===== src/vfg_pkg.sv =====
// Purpose: Constants, types and register map of the voltage fuel gauge.
// Assumes: 10 MHz pclk, APB word registers at byte address 4 x index.
// Notes on behaviour
// [RL1] Battery voltage arrives as 12-bit converter codes; charge comes from a model.
// [RL2] Host programs ten voltage points and resistance points before use.
// [RL3] After reset the gauge is shut down: no sampling, no updates.
// [RL4] Once enabled, the host picks active or sleep mode; device follows.
// [RL5] Active mode samples every 0.125 s and updates charge every 1 s.
// [RL6] Sleep mode updates charge every 5 min and current every 37.5 s.
// [RL7] In sleep, current above 35 mA switches the gauge to active.
// [RL8] Host requests sleep only below 35 mA system current.
// [RL9] Discharge current is switch voltage difference over on-resistance.
// [RL10] Result registers hold sensed voltage plus resistance times current.
// [RL11] While charging, the current term is the charging current.
// [RL12] While discharging, the current term comes from the switch voltage.
// [RL13] Resistance at present temperature comes from programmed temperature points.
// [RL14] Internal temperature source gives only four resistance levels.
// [RL15] Host should write its battery temperature for better compensation.
// [RL16] Discharging below 20% charge scales resistance by the low-charge coefficient.
// [RL17] Charging scales resistance by the charging coefficient.
// [RL18] Enabling initialises charge straight from the compensated voltage.
// [RL19] Charge change per update is limited by the programmed step limit.
// [RL20] Bit 7 of register 0x25 reinitialises charge; use only at rest.
package vfg_pkg;
  localparam int unsigned CLK_HZ            = 10_000_000;
  localparam int unsigned SAMPLE_MS         = 125;
  localparam int unsigned TICK_CYCLES       = CLK_HZ / 1000 * SAMPLE_MS;
  localparam int unsigned ACTIVE_SOC_MS     = 1000;
  localparam int unsigned ACTIVE_SOC_TICKS  = ACTIVE_SOC_MS / SAMPLE_MS;
  localparam int unsigned SLEEP_CUR_MS      = 37_500;
  localparam int unsigned SLEEP_CUR_TICKS   = SLEEP_CUR_MS / SAMPLE_MS;
  localparam int unsigned SLEEP_SOC_MIN     = 5;
  localparam int unsigned SLEEP_SOC_SAMPLES = SLEEP_SOC_MIN * 60_000 / SLEEP_CUR_MS;
  localparam logic [11:0] WAKE_CURRENT_MA   = 12'h023;
  localparam logic [6:0]  LOW_SOC_PCT       = 7'h14;
  localparam logic [6:0]  SOC_PT_PCT        = 7'h0A;
  localparam int unsigned NUM_VPTS          = 10;
  localparam int unsigned NUM_RPTS          = 4;
  // Register indices
  localparam logic [7:0]  IDX_VPT0  = 8'h10;
  localparam logic [7:0]  IDX_RPT0  = 8'h1A;
  localparam logic [7:0]  IDX_HTEMP = 8'h1E;
  localparam logic [7:0]  IDX_KLOW  = 8'h1F;
  localparam logic [7:0]  IDX_KCHG  = 8'h20;
  localparam logic [7:0]  IDX_STEP  = 8'h21;
  localparam logic [7:0]  IDX_RDSON = 8'h22;
  localparam logic [7:0]  IDX_CTRL  = 8'h25;
  localparam logic [7:0]  IDX_VBATH = 8'h30;
  localparam logic [7:0]  IDX_VBATL = 8'h31;
  localparam logic [7:0]  IDX_SOC   = 8'h32;
  localparam logic [7:0]  IDX_ICUR  = 8'h33;
  localparam logic [7:0]  IDX_MODE  = 8'h34;
  // Control fields
  localparam int unsigned CTRL_EN   = 0;
  localparam int unsigned CTRL_SLP  = 1;
  localparam int unsigned CTRL_TSRC = 2;
  localparam int unsigned CTRL_INIT = 7;
  // Host temperature bands, code 0 is -2 C
  localparam logic [5:0]  TBAND1 = 6'h0C;
  localparam logic [5:0]  TBAND2 = 6'h1B;
  localparam logic [5:0]  TBAND3 = 6'h2F;
  localparam logic [7:0]  K_UNITY   = 8'h80;
  localparam logic [6:0]  STEP_RST  = 7'h01;
  localparam logic [7:0]  RDSON_RST = 8'h40;

  typedef enum logic [2:0] {
    MODE_OFF = 3'b001,
    MODE_ACT = 3'b010,
    MODE_SLP = 3'b100
  } vfg_mode_e;

  typedef struct packed {
    logic                 enable;
    logic                 sleep_sel;
    logic                 tsrc_host;
    logic                 wake;
    logic                 init_pend;
    logic [9:0][11:0]     vpts;
    logic [3:0][7:0]      rpts;
    logic [5:0]           host_temp;
    logic [7:0]           klow;
    logic [7:0]           kchg;
    logic [6:0]           step;
    logic [7:0]           rdson;
    vfg_mode_e            mode;
    logic [20:0]          tick_cnt;
    logic [8:0]           sub_cnt;
    logic [2:0]           upd_cnt;
    logic                 start;
    logic                 calc;
    logic                 calc_soc;
    logic                 calc_init;
    logic [11:0]          smp_vbsns;
    logic [11:0]          smp_vsys;
    logic [11:0]          smp_vbat;
    logic [11:0]          smp_ichg;
    logic                 smp_chg;
    logic [1:0]           smp_lvl;
    logic [11:0]          vbat;
    logic [11:0]          icur;
    logic [6:0]           soc;
    logic [31:0]          prdata;
  } vfg_state_s;

  localparam vfg_state_s STATE_RST = '{mode: MODE_OFF, klow: K_UNITY, kchg: K_UNITY,
                                      step: STEP_RST, rdson: RDSON_RST, default: '0};
endpackage


===== src/vfg_fuel_gauge.sv =====
// Purpose: Voltage fuel gauge core with APB register file.
// Assumes: converter codes valid while adc_start is high; same-clock inputs.
// Notes: soc_percent moves toward 10% model points, rate limited per update.
//
// The register offsets and the APB interface to the registers were decided locally.
`timescale 1ns/100ps
module vfg_fuel_gauge #(
  parameter int unsigned TICK_CYCLES = vfg_pkg::TICK_CYCLES
) (
  // Clock, reset, enable
  input  wire logic        pclk,
  input  wire logic        presetn,
  input  wire logic        ce,
  // APB slave
  input  wire logic        psel,
  input  wire logic        penable,
  input  wire logic        pwrite,
  input  wire logic [11:0] paddr,
  input  wire logic [31:0] pwdata,
  output logic             pready,
  output logic [31:0]      prdata,
  output logic             pslverr,
  // Converter and charger side
  output logic             adc_start,
  input  wire logic [11:0] adc_vbsns,
  input  wire logic [11:0] adc_vsys,
  input  wire logic [11:0] adc_vbat,
  input  wire logic [11:0] adc_ichg,
  input  wire logic        charging,
  input  wire logic [1:0]  temp_level,
  // Result
  output logic [6:0]       soc_percent
);
  vfg_pkg::vfg_state_s s_r;
  vfg_pkg::vfg_state_s s_nxt;
  logic [7:0]  idx;
  logic        mapped;
  logic        wr;
  logic        wr_ctrl;
  logic [31:0] rd_val;
  logic [19:0] dis_q;
  logic [11:0] i_bat;
  logic [1:0]  lvl;
  logic [7:0]  k;
  logic [15:0] r_prod;
  logic [8:0]  r_eff;
  logic [20:0] drop_p;
  logic [13:0] vsum;
  logic [11:0] vcomp;
  logic [3:0]  n_below;
  logic [6:0]  target;
  logic [6:0]  diff;
  logic [6:0]  soc_step;
  logic [8:0]  sub_max;
  logic        tick;
  logic        go;

  assign idx         = paddr[9:2];
  assign pready      = psel & penable;
  assign pslverr     = psel & penable & ~mapped;
  assign wr          = psel & penable & pwrite & mapped;
  assign wr_ctrl     = wr && (idx == vfg_pkg::IDX_CTRL);
  assign prdata      = s_r.prdata;
  assign adc_start   = s_r.start;
  assign soc_percent = s_r.soc;

  // Compensation datapath, works on the last captured sample
  always_comb begin
    dis_q = 20'h00000;
    if (s_r.smp_vbat > s_r.smp_vsys && s_r.rdson != 8'h00) begin
      dis_q = {s_r.smp_vbat - s_r.smp_vsys, 8'h00} / {12'h000, s_r.rdson}; // RL9
    end
    if (s_r.smp_chg) begin
      i_bat = s_r.smp_ichg; // RL11
    end else begin
      i_bat = (dis_q[19:12] != 8'h00) ? 12'hFFF : dis_q[11:0]; // RL12
    end
    if (s_r.tsrc_host) begin
      if (s_r.host_temp < vfg_pkg::TBAND1) begin
        lvl = 2'h0;
      end else if (s_r.host_temp < vfg_pkg::TBAND2) begin
        lvl = 2'h1;
      end else if (s_r.host_temp < vfg_pkg::TBAND3) begin
        lvl = 2'h2;
      end else begin
        lvl = 2'h3;
      end
    end else begin
      lvl = s_r.smp_lvl; // RL14
    end
    if (s_r.smp_chg) begin
      k = s_r.kchg; // RL17
    end else if (s_r.soc < vfg_pkg::LOW_SOC_PCT) begin
      k = s_r.klow; // RL16
    end else begin
      k = vfg_pkg::K_UNITY;
    end
    r_prod = s_r.rpts[lvl] * k; // RL13
    r_eff  = r_prod[15:7];
    drop_p = r_eff * i_bat;
    vsum   = {2'h0, s_r.smp_vbsns} + {1'b0, drop_p[20:8]};
    vcomp  = (vsum[13:12] != 2'h0) ? 12'hFFF : vsum[11:0]; // RL10
    n_below = 4'h0;
    for (int j = 0; j < vfg_pkg::NUM_VPTS; j++) begin
      if (vcomp >= s_r.vpts[j]) begin
        n_below = n_below + 4'h1; // RL1
      end
    end
    target = 7'(n_below) * vfg_pkg::SOC_PT_PCT;
    if (target >= s_r.soc) begin
      diff     = target - s_r.soc;
      soc_step = (diff > s_r.step) ? s_r.soc + s_r.step : target; // RL19
    end else begin
      diff     = s_r.soc - target;
      soc_step = (diff > s_r.step) ? s_r.soc - s_r.step : target; // RL19
    end
  end

  // Register decode and read data
  always_comb begin
    mapped = 1'b1;
    rd_val = 32'h00000000;
    if (idx >= vfg_pkg::IDX_VPT0 && idx < vfg_pkg::IDX_RPT0) begin
      rd_val = {20'h00000, s_r.vpts[4'(idx - vfg_pkg::IDX_VPT0)]};
    end else if (idx >= vfg_pkg::IDX_RPT0 && idx < vfg_pkg::IDX_HTEMP) begin
      rd_val = {24'h000000, s_r.rpts[2'(idx - vfg_pkg::IDX_RPT0)]};
    end else begin
      case (idx)
        vfg_pkg::IDX_HTEMP: rd_val = {26'h0000000, s_r.host_temp};
        vfg_pkg::IDX_KLOW:  rd_val = {24'h000000, s_r.klow};
        vfg_pkg::IDX_KCHG:  rd_val = {24'h000000, s_r.kchg};
        vfg_pkg::IDX_STEP:  rd_val = {25'h0000000, s_r.step};
        vfg_pkg::IDX_RDSON: rd_val = {24'h000000, s_r.rdson};
        // Reinit bit is self clearing and reads zero
        vfg_pkg::IDX_CTRL:  rd_val = {29'h00000000, s_r.tsrc_host, s_r.sleep_sel, s_r.enable};
        vfg_pkg::IDX_VBATH: rd_val = {24'h000000, s_r.vbat[11:4]};
        vfg_pkg::IDX_VBATL: rd_val = {28'h0000000, s_r.vbat[3:0]};
        vfg_pkg::IDX_SOC:   rd_val = {25'h0000000, s_r.soc};
        vfg_pkg::IDX_ICUR:  rd_val = {20'h00000, s_r.icur};
        vfg_pkg::IDX_MODE:  rd_val = {28'h0000000, s_r.wake, s_r.mode};
        default:            mapped = 1'b0;
      endcase
    end
  end

  // Next state
  always_comb begin
    s_nxt       = s_r;
    s_nxt.start = 1'b0;
    s_nxt.calc  = 1'b0;
    tick        = 1'b0;
    sub_max     = 9'h000;
    if (psel && !penable && !pwrite) begin
      s_nxt.prdata = rd_val;
    end
    unique case (s_r.mode)
      vfg_pkg::MODE_OFF: sub_max = 9'h000;
      vfg_pkg::MODE_ACT: sub_max = 9'h000; // RL5
      vfg_pkg::MODE_SLP: sub_max = 9'(vfg_pkg::SLEEP_CUR_TICKS - 1); // RL6
      default:           sub_max = 9'h000;
    endcase
    if (s_r.mode != vfg_pkg::MODE_OFF) begin // RL3
      if (s_r.tick_cnt == 21'(TICK_CYCLES - 1)) begin
        s_nxt.tick_cnt = 21'h000000;
        tick           = 1'b1;
      end else begin
        s_nxt.tick_cnt = s_r.tick_cnt + 21'h000001;
      end
    end
    go = s_r.init_pend;
    if (tick) begin
      if (s_r.sub_cnt == sub_max) begin
        s_nxt.sub_cnt = 9'h000;
        go            = 1'b1;
      end else begin
        s_nxt.sub_cnt = s_r.sub_cnt + 9'h001;
      end
    end
    if (go && s_r.mode != vfg_pkg::MODE_OFF) begin
      s_nxt.start     = 1'b1;
      s_nxt.init_pend = 1'b0;
      s_nxt.calc_init = s_r.init_pend; // RL18
      // Three-bit counter wraps every eight samples in both modes
      s_nxt.calc_soc  = s_r.init_pend || (s_r.upd_cnt == 3'h7); // RL5 RL6
      s_nxt.upd_cnt   = s_r.upd_cnt + 3'h1;
    end
    if (wr) begin
      if (idx >= vfg_pkg::IDX_VPT0 && idx < vfg_pkg::IDX_RPT0) begin
        s_nxt.vpts[4'(idx - vfg_pkg::IDX_VPT0)] = pwdata[11:0];
      end else if (idx >= vfg_pkg::IDX_RPT0 && idx < vfg_pkg::IDX_HTEMP) begin
        s_nxt.rpts[2'(idx - vfg_pkg::IDX_RPT0)] = pwdata[7:0];
      end
      case (idx)
        vfg_pkg::IDX_HTEMP: s_nxt.host_temp = pwdata[5:0];
        vfg_pkg::IDX_KLOW:  s_nxt.klow = pwdata[7:0];
        vfg_pkg::IDX_KCHG:  s_nxt.kchg = pwdata[7:0];
        vfg_pkg::IDX_STEP:  s_nxt.step = pwdata[6:0];
        vfg_pkg::IDX_RDSON: s_nxt.rdson = pwdata[7:0];
        default:            s_nxt.rdson = s_nxt.rdson;
      endcase
    end
    if (wr_ctrl) begin
      s_nxt.enable    = pwdata[vfg_pkg::CTRL_EN];
      s_nxt.sleep_sel = pwdata[vfg_pkg::CTRL_SLP]; // RL4
      s_nxt.tsrc_host = pwdata[vfg_pkg::CTRL_TSRC];
      s_nxt.wake      = 1'b0;
      if ((pwdata[vfg_pkg::CTRL_EN] && !s_r.enable) || pwdata[vfg_pkg::CTRL_INIT]) begin
        s_nxt.init_pend = pwdata[vfg_pkg::CTRL_EN]; // RL18 RL20
      end
    end
    if (s_r.start) begin
      s_nxt.smp_vbsns = adc_vbsns;
      s_nxt.smp_vsys  = adc_vsys;
      s_nxt.smp_vbat  = adc_vbat;
      s_nxt.smp_ichg  = adc_ichg;
      s_nxt.smp_chg   = charging;
      s_nxt.smp_lvl   = temp_level;
      s_nxt.calc      = 1'b1;
    end
    if (s_r.calc) begin
      s_nxt.vbat = vcomp; // RL10
      s_nxt.icur = i_bat; // RL6
      if (s_r.calc_init) begin
        s_nxt.soc = target; // RL18
      end else if (s_r.calc_soc) begin
        s_nxt.soc = soc_step; // RL19
      end
      // Set wins over a same-cycle control write that keeps enable set
      if (s_r.mode == vfg_pkg::MODE_SLP && i_bat > vfg_pkg::WAKE_CURRENT_MA) begin
        s_nxt.wake = 1'b1; // RL7
      end
    end
    if (!s_nxt.enable) begin
      s_nxt.mode      = vfg_pkg::MODE_OFF; // RL3
      s_nxt.init_pend = 1'b0;
      s_nxt.wake      = 1'b0;
      s_nxt.start     = 1'b0;
      s_nxt.calc      = 1'b0;
    end else if (s_nxt.sleep_sel && !s_nxt.wake) begin
      s_nxt.mode = vfg_pkg::MODE_SLP; // RL4
    end else begin
      s_nxt.mode = vfg_pkg::MODE_ACT; // RL4 RL7
    end
    // Restart the timebase so each mode's first period is full length
    if (s_nxt.mode != s_r.mode) begin
      s_nxt.tick_cnt = 21'h000000;
      s_nxt.sub_cnt  = 9'h000;
      s_nxt.upd_cnt  = 3'h0;
    end
  end

  always_ff @(posedge pclk or negedge presetn) begin
    if (!presetn) begin
      s_r <= vfg_pkg::STATE_RST;
    end else if (ce) begin
      s_r <= s_nxt;
    end
  end
endmodule


===== config.mk =====
export PLATFORM = sky130hd
export DESIGN_NAME = vfg_fuel_gauge
export DESIGN_NICKNAME = d
export VERILOG_FILES = /design/src/vfg_pkg.sv /design/src/vfg_fuel_gauge.sv
export SDC_FILE = /design/constraint.sdc
export NUM_CORES = 2
export LEC_CHECK = 0
export BUFFER_PORTS_ARGS = -buffer_cell sky130_fd_sc_hd__buf_2
export CORE_MARGIN = 2
export CORE_UTILIZATION = 30
export CTS_BUF_LIST = sky130_fd_sc_hd__clkbuf_8
export DETAILED_ROUTE_END_ITERATION = 10
export PLACE_DENSITY = 0.43
export SYNTH_ARGS = -nofsm -noshare
export SYNTH_HDL_FRONTEND = slang
export SYNTH_SLANG_ARGS = --single-unit
export TNS_END_PERCENT = 10

===== constraint.sdc =====
create_clock -name pclk -period 63.5 [get_ports pclk]
set_clock_uncertainty 0.15 [all_clocks]
set_input_delay 3.175 -clock pclk [delete_from_list [all_inputs] [get_ports pclk]]
set_output_delay 3.175 -clock pclk [all_outputs]
set_load 0.005 [all_outputs]

==> flow_metrics.tcl <==
set metrics [dict create \
    globalRoute.totalOverflow 0 \
    pin_count 143 \
    synth.distinct_cells 127 \
    yosysWarnings 0 \
    drv_cap 0 \
    register_area_um2 8214 \
    slew_headroom_pct 25.81 \
    clk_path_buf_depth 3 \
    grt_max_degree 81 \
    cts-htree-levels 3 \
    drt-initial-drc-count 1775 \
    yosysSeqAreaShare_pct 22.80 \
    die_h_um 350.5 \
    crit_type "reg2reg" \
    start_util_pct 30.15 \
    r2r_setup_slack_ns 4.83 \
    netlist_instances 4072 \
    multi_input_area_um2 25870 \
    setup-tns-final_ns 0 \
    area_delta_synth_final_pct 12.91 \
    routed_via_density 5.105 \
    critPathLaunchType "flop" \
    dr_wl_met3_um 4093 \
    worst_pin_slew_ns 1.101 \
    async_reset_ff_share_pct 100.0 \
    drive_above_1_share_pct 18.48 \
    max_stage_delay_ns 0.66 \
    rr_worst_depth 296 \
    crit_arrival_ns 59.09 \
    drt-wirelength-per-cell_um 19.73 \
    layout.nets 4843 \
    setup_viol 0 \
    postCtsHoldBufs 0 \
    coreArea_um2 119500 \
    io_buffers 98 \
    grt_pass1_wl_um 183000 \
    worst_path_max_delay_cell "or4b_2" \
    hold_path.class "reg2reg" \
    fin_crit_sh_pct 92.40 \
    dr.pass1.iters 5 \
    status "completed" \
    cts_tree "built" \
    clkTransAtPathRegs_ns 0.06 \
    end_kind "flop" \
    cp_max_fo 12 \
    die_area_um2 122900 \
    hp-start "prdata[6]" \
    grt_pass1_vias 30370 \
    crit_top_cell "ha_1" \
    dp_hpwl_um 90690 \
    layout_setup_ws_ns 4.828 \
    r2r_end "soc_percent[4]" \
    period_minus_slack_ns 58.67 \
    max_freq_mhz 17.04 \
    holdPathStages 2 \
    min_to "prdata[6]" \
    clk_latency_ns 0.75 \
    r2r_start "s_r[98]" \
    top_layer_used "met4" \
    dominantRegCellSynth "dfrtp_1" \
    drcViolationCount 0 \
    synth_seq_cells 328 \
    synth_edf_count 0 \
    routabilityCongestion 0.8365 \
    fillers 12620 \
    slew_viol_final 0 \
    cts_sinks 328 \
    worstPathRequired_ns 63.92 \
    rows 127 \
    die_x_um 350.5 \
    avgSynthCellArea_um2 8.847 \
    clockRootBuffer "clkbuf_8" \
    ant_nets 0 \
    wl_met1_um 56310 \
    antenna_found_initial 8 \
    dr_wl_met2_um 54140 \
    place_ws_ns 1.824 \
    numCtsBuffers 72 \
    track_usage_pct 19.08 \
    hold_viol 0 \
    syn_area_um2 36030 \
    wl_um 116600 \
    via_count 30160 \
]
## worst max path at each step
| stage | start | end | slack [ns] | depth (start not counted) |
|---|---|---|---|---|
| floorplan | s_r[86] | soc_percent[4] | 4.52 | 301 |
| global placement | s_r[78] | soc_percent[4] | 2.02 | 291 |
| detailed placement | s_r[78] | soc_percent[4] | 1.82 | 295 |
| CTS | s_r[78] | soc_percent[4] | 1.49 | 295 |
| global route | s_r[78] | soc_percent[4] | -0.08 | 301 |
| finish | s_r[98] | soc_percent[4] | 4.83 | 296 |
## registers in the layout (all words and copies together), names as in the netlist
signal / flops
adc_start: 1
prdata: 12
s_r: 308
soc_percent: 7
## kinds of logic after synthesis
| group | count (synthesis) | share of synthesized area (%) |
|---|---|---|
| other | 1 | 0.01041 |
| buffers and inverters | 532 | 6.151 |
| adders and majority gates | 504 | 19.86 |
| and+or+nand+nor | 1220 | 17.11 |
| AOI/OAI and AO/OA | 1006 | 19.22 |
| DFF | 328 | 22.80 |
| muxes | 339 | 11.38 |
| xor gates and xnor gates | 142 | 3.473 |
## cells in the final DEF (no fill, tap or decap), drive strengths merged, types with 26 or more instances in the layout
cell type	netlist	final
a211oi	27	27
a21o	82	82
a21oi	202	202
and2	50	50
and3	27	27
buf	84	250
clkbuf	94	89
dfrtp	323	323
fa	113	113
ha	391	391
inv	354	374
mux2	235	235
mux2i	72	72
mux4	32	32
nand2	325	325
nand2b	110	110
nand3	76	76
nand4	33	33
nor2	290	290
nor2b	70	70
nor3	91	91
o21a	61	61
o21ai	268	269
o21bai	26	26
o31ai	49	49
or2	52	52
or3	26	26
xnor2	95	95
xor2	47	47
## Yosys cell counts (61+ instances only)
library cell,number,area [µm²]
xnor2_1,95,832.1
nor3_1,89,445.4
a21oi_1,200,1001
ha_1,391,4892
mux2_2,233,2624
nand3_1,73,365.4
dfrtp_1,323,8083
clkbuf_1,93,349.1
nand2b_1,110,688.2
fa_1,113,2262
nand2_1,325,1220
nor2_1,289,1085
o21ai_0,248,1241
inv_1,353,1325
mux2i_1,71,710.7
a21o_1,82,615.6
nor2b_1,70,437.9
o21a_1,61,457.9
## metrics by stage
stage	util (%)	hold slack (ns)	instance area (µm²)	cells
after floorplan	-	0.2899	36100	4091
after global placement	32.45	0.3148	38780	5759
after detailed placement	32.45	0.3241	38780	5759
after CTS	33.77	0.3352	40350	5887
after global routing	34.03	0.3658	40670	5905
final	34.04	0.3281	40680	5908
## metal layers
metal / track usage [%] / vias up
met3: 2.428 / 118
met2: 31.61 / 473
met5: 0 / -
met4: 4.090 / 0
li1: - / 14880
met1: 26.45 / 14680
## critical path: cells and delay by family, from the launching register on
family / cells / cell delay, ns
AOI/OAI and AO/OA: 140 / 24.78
xor gates and xnor gates: 3 / 0.41
adders and majority gates: 43 / 13.23
buffers and inverters: 22 / 2.94
DFF: 1 / 0.35
muxes: 13 / 3.94
and+or+nand+nor: 75 / 12.55
## layout make-up
| type | instances | area share [%] |
|---|---|---|
| diodes | 4 | 0.02461 |
| clock inverters | 39 | 0.8459 |
| well taps | 1612 | 4.958 |
| inverters | 354 | 3.267 |
| multi-input cells | 3232 | 63.61 |
| repair buffers | 250 | 4.091 |
| clock buffers | 89 | 3.011 |
| flip-flops and latches | 328 | 20.19 |
## what timing repair did
item	4_1_cts	5_1_grt
setup buffers	0	16
setup endpoints to repair	0	7
gates resized for setup	0	50
Power is not shown: default switching activity piles up to over one toggle a cycle in this logic, so the estimate is an artifact.
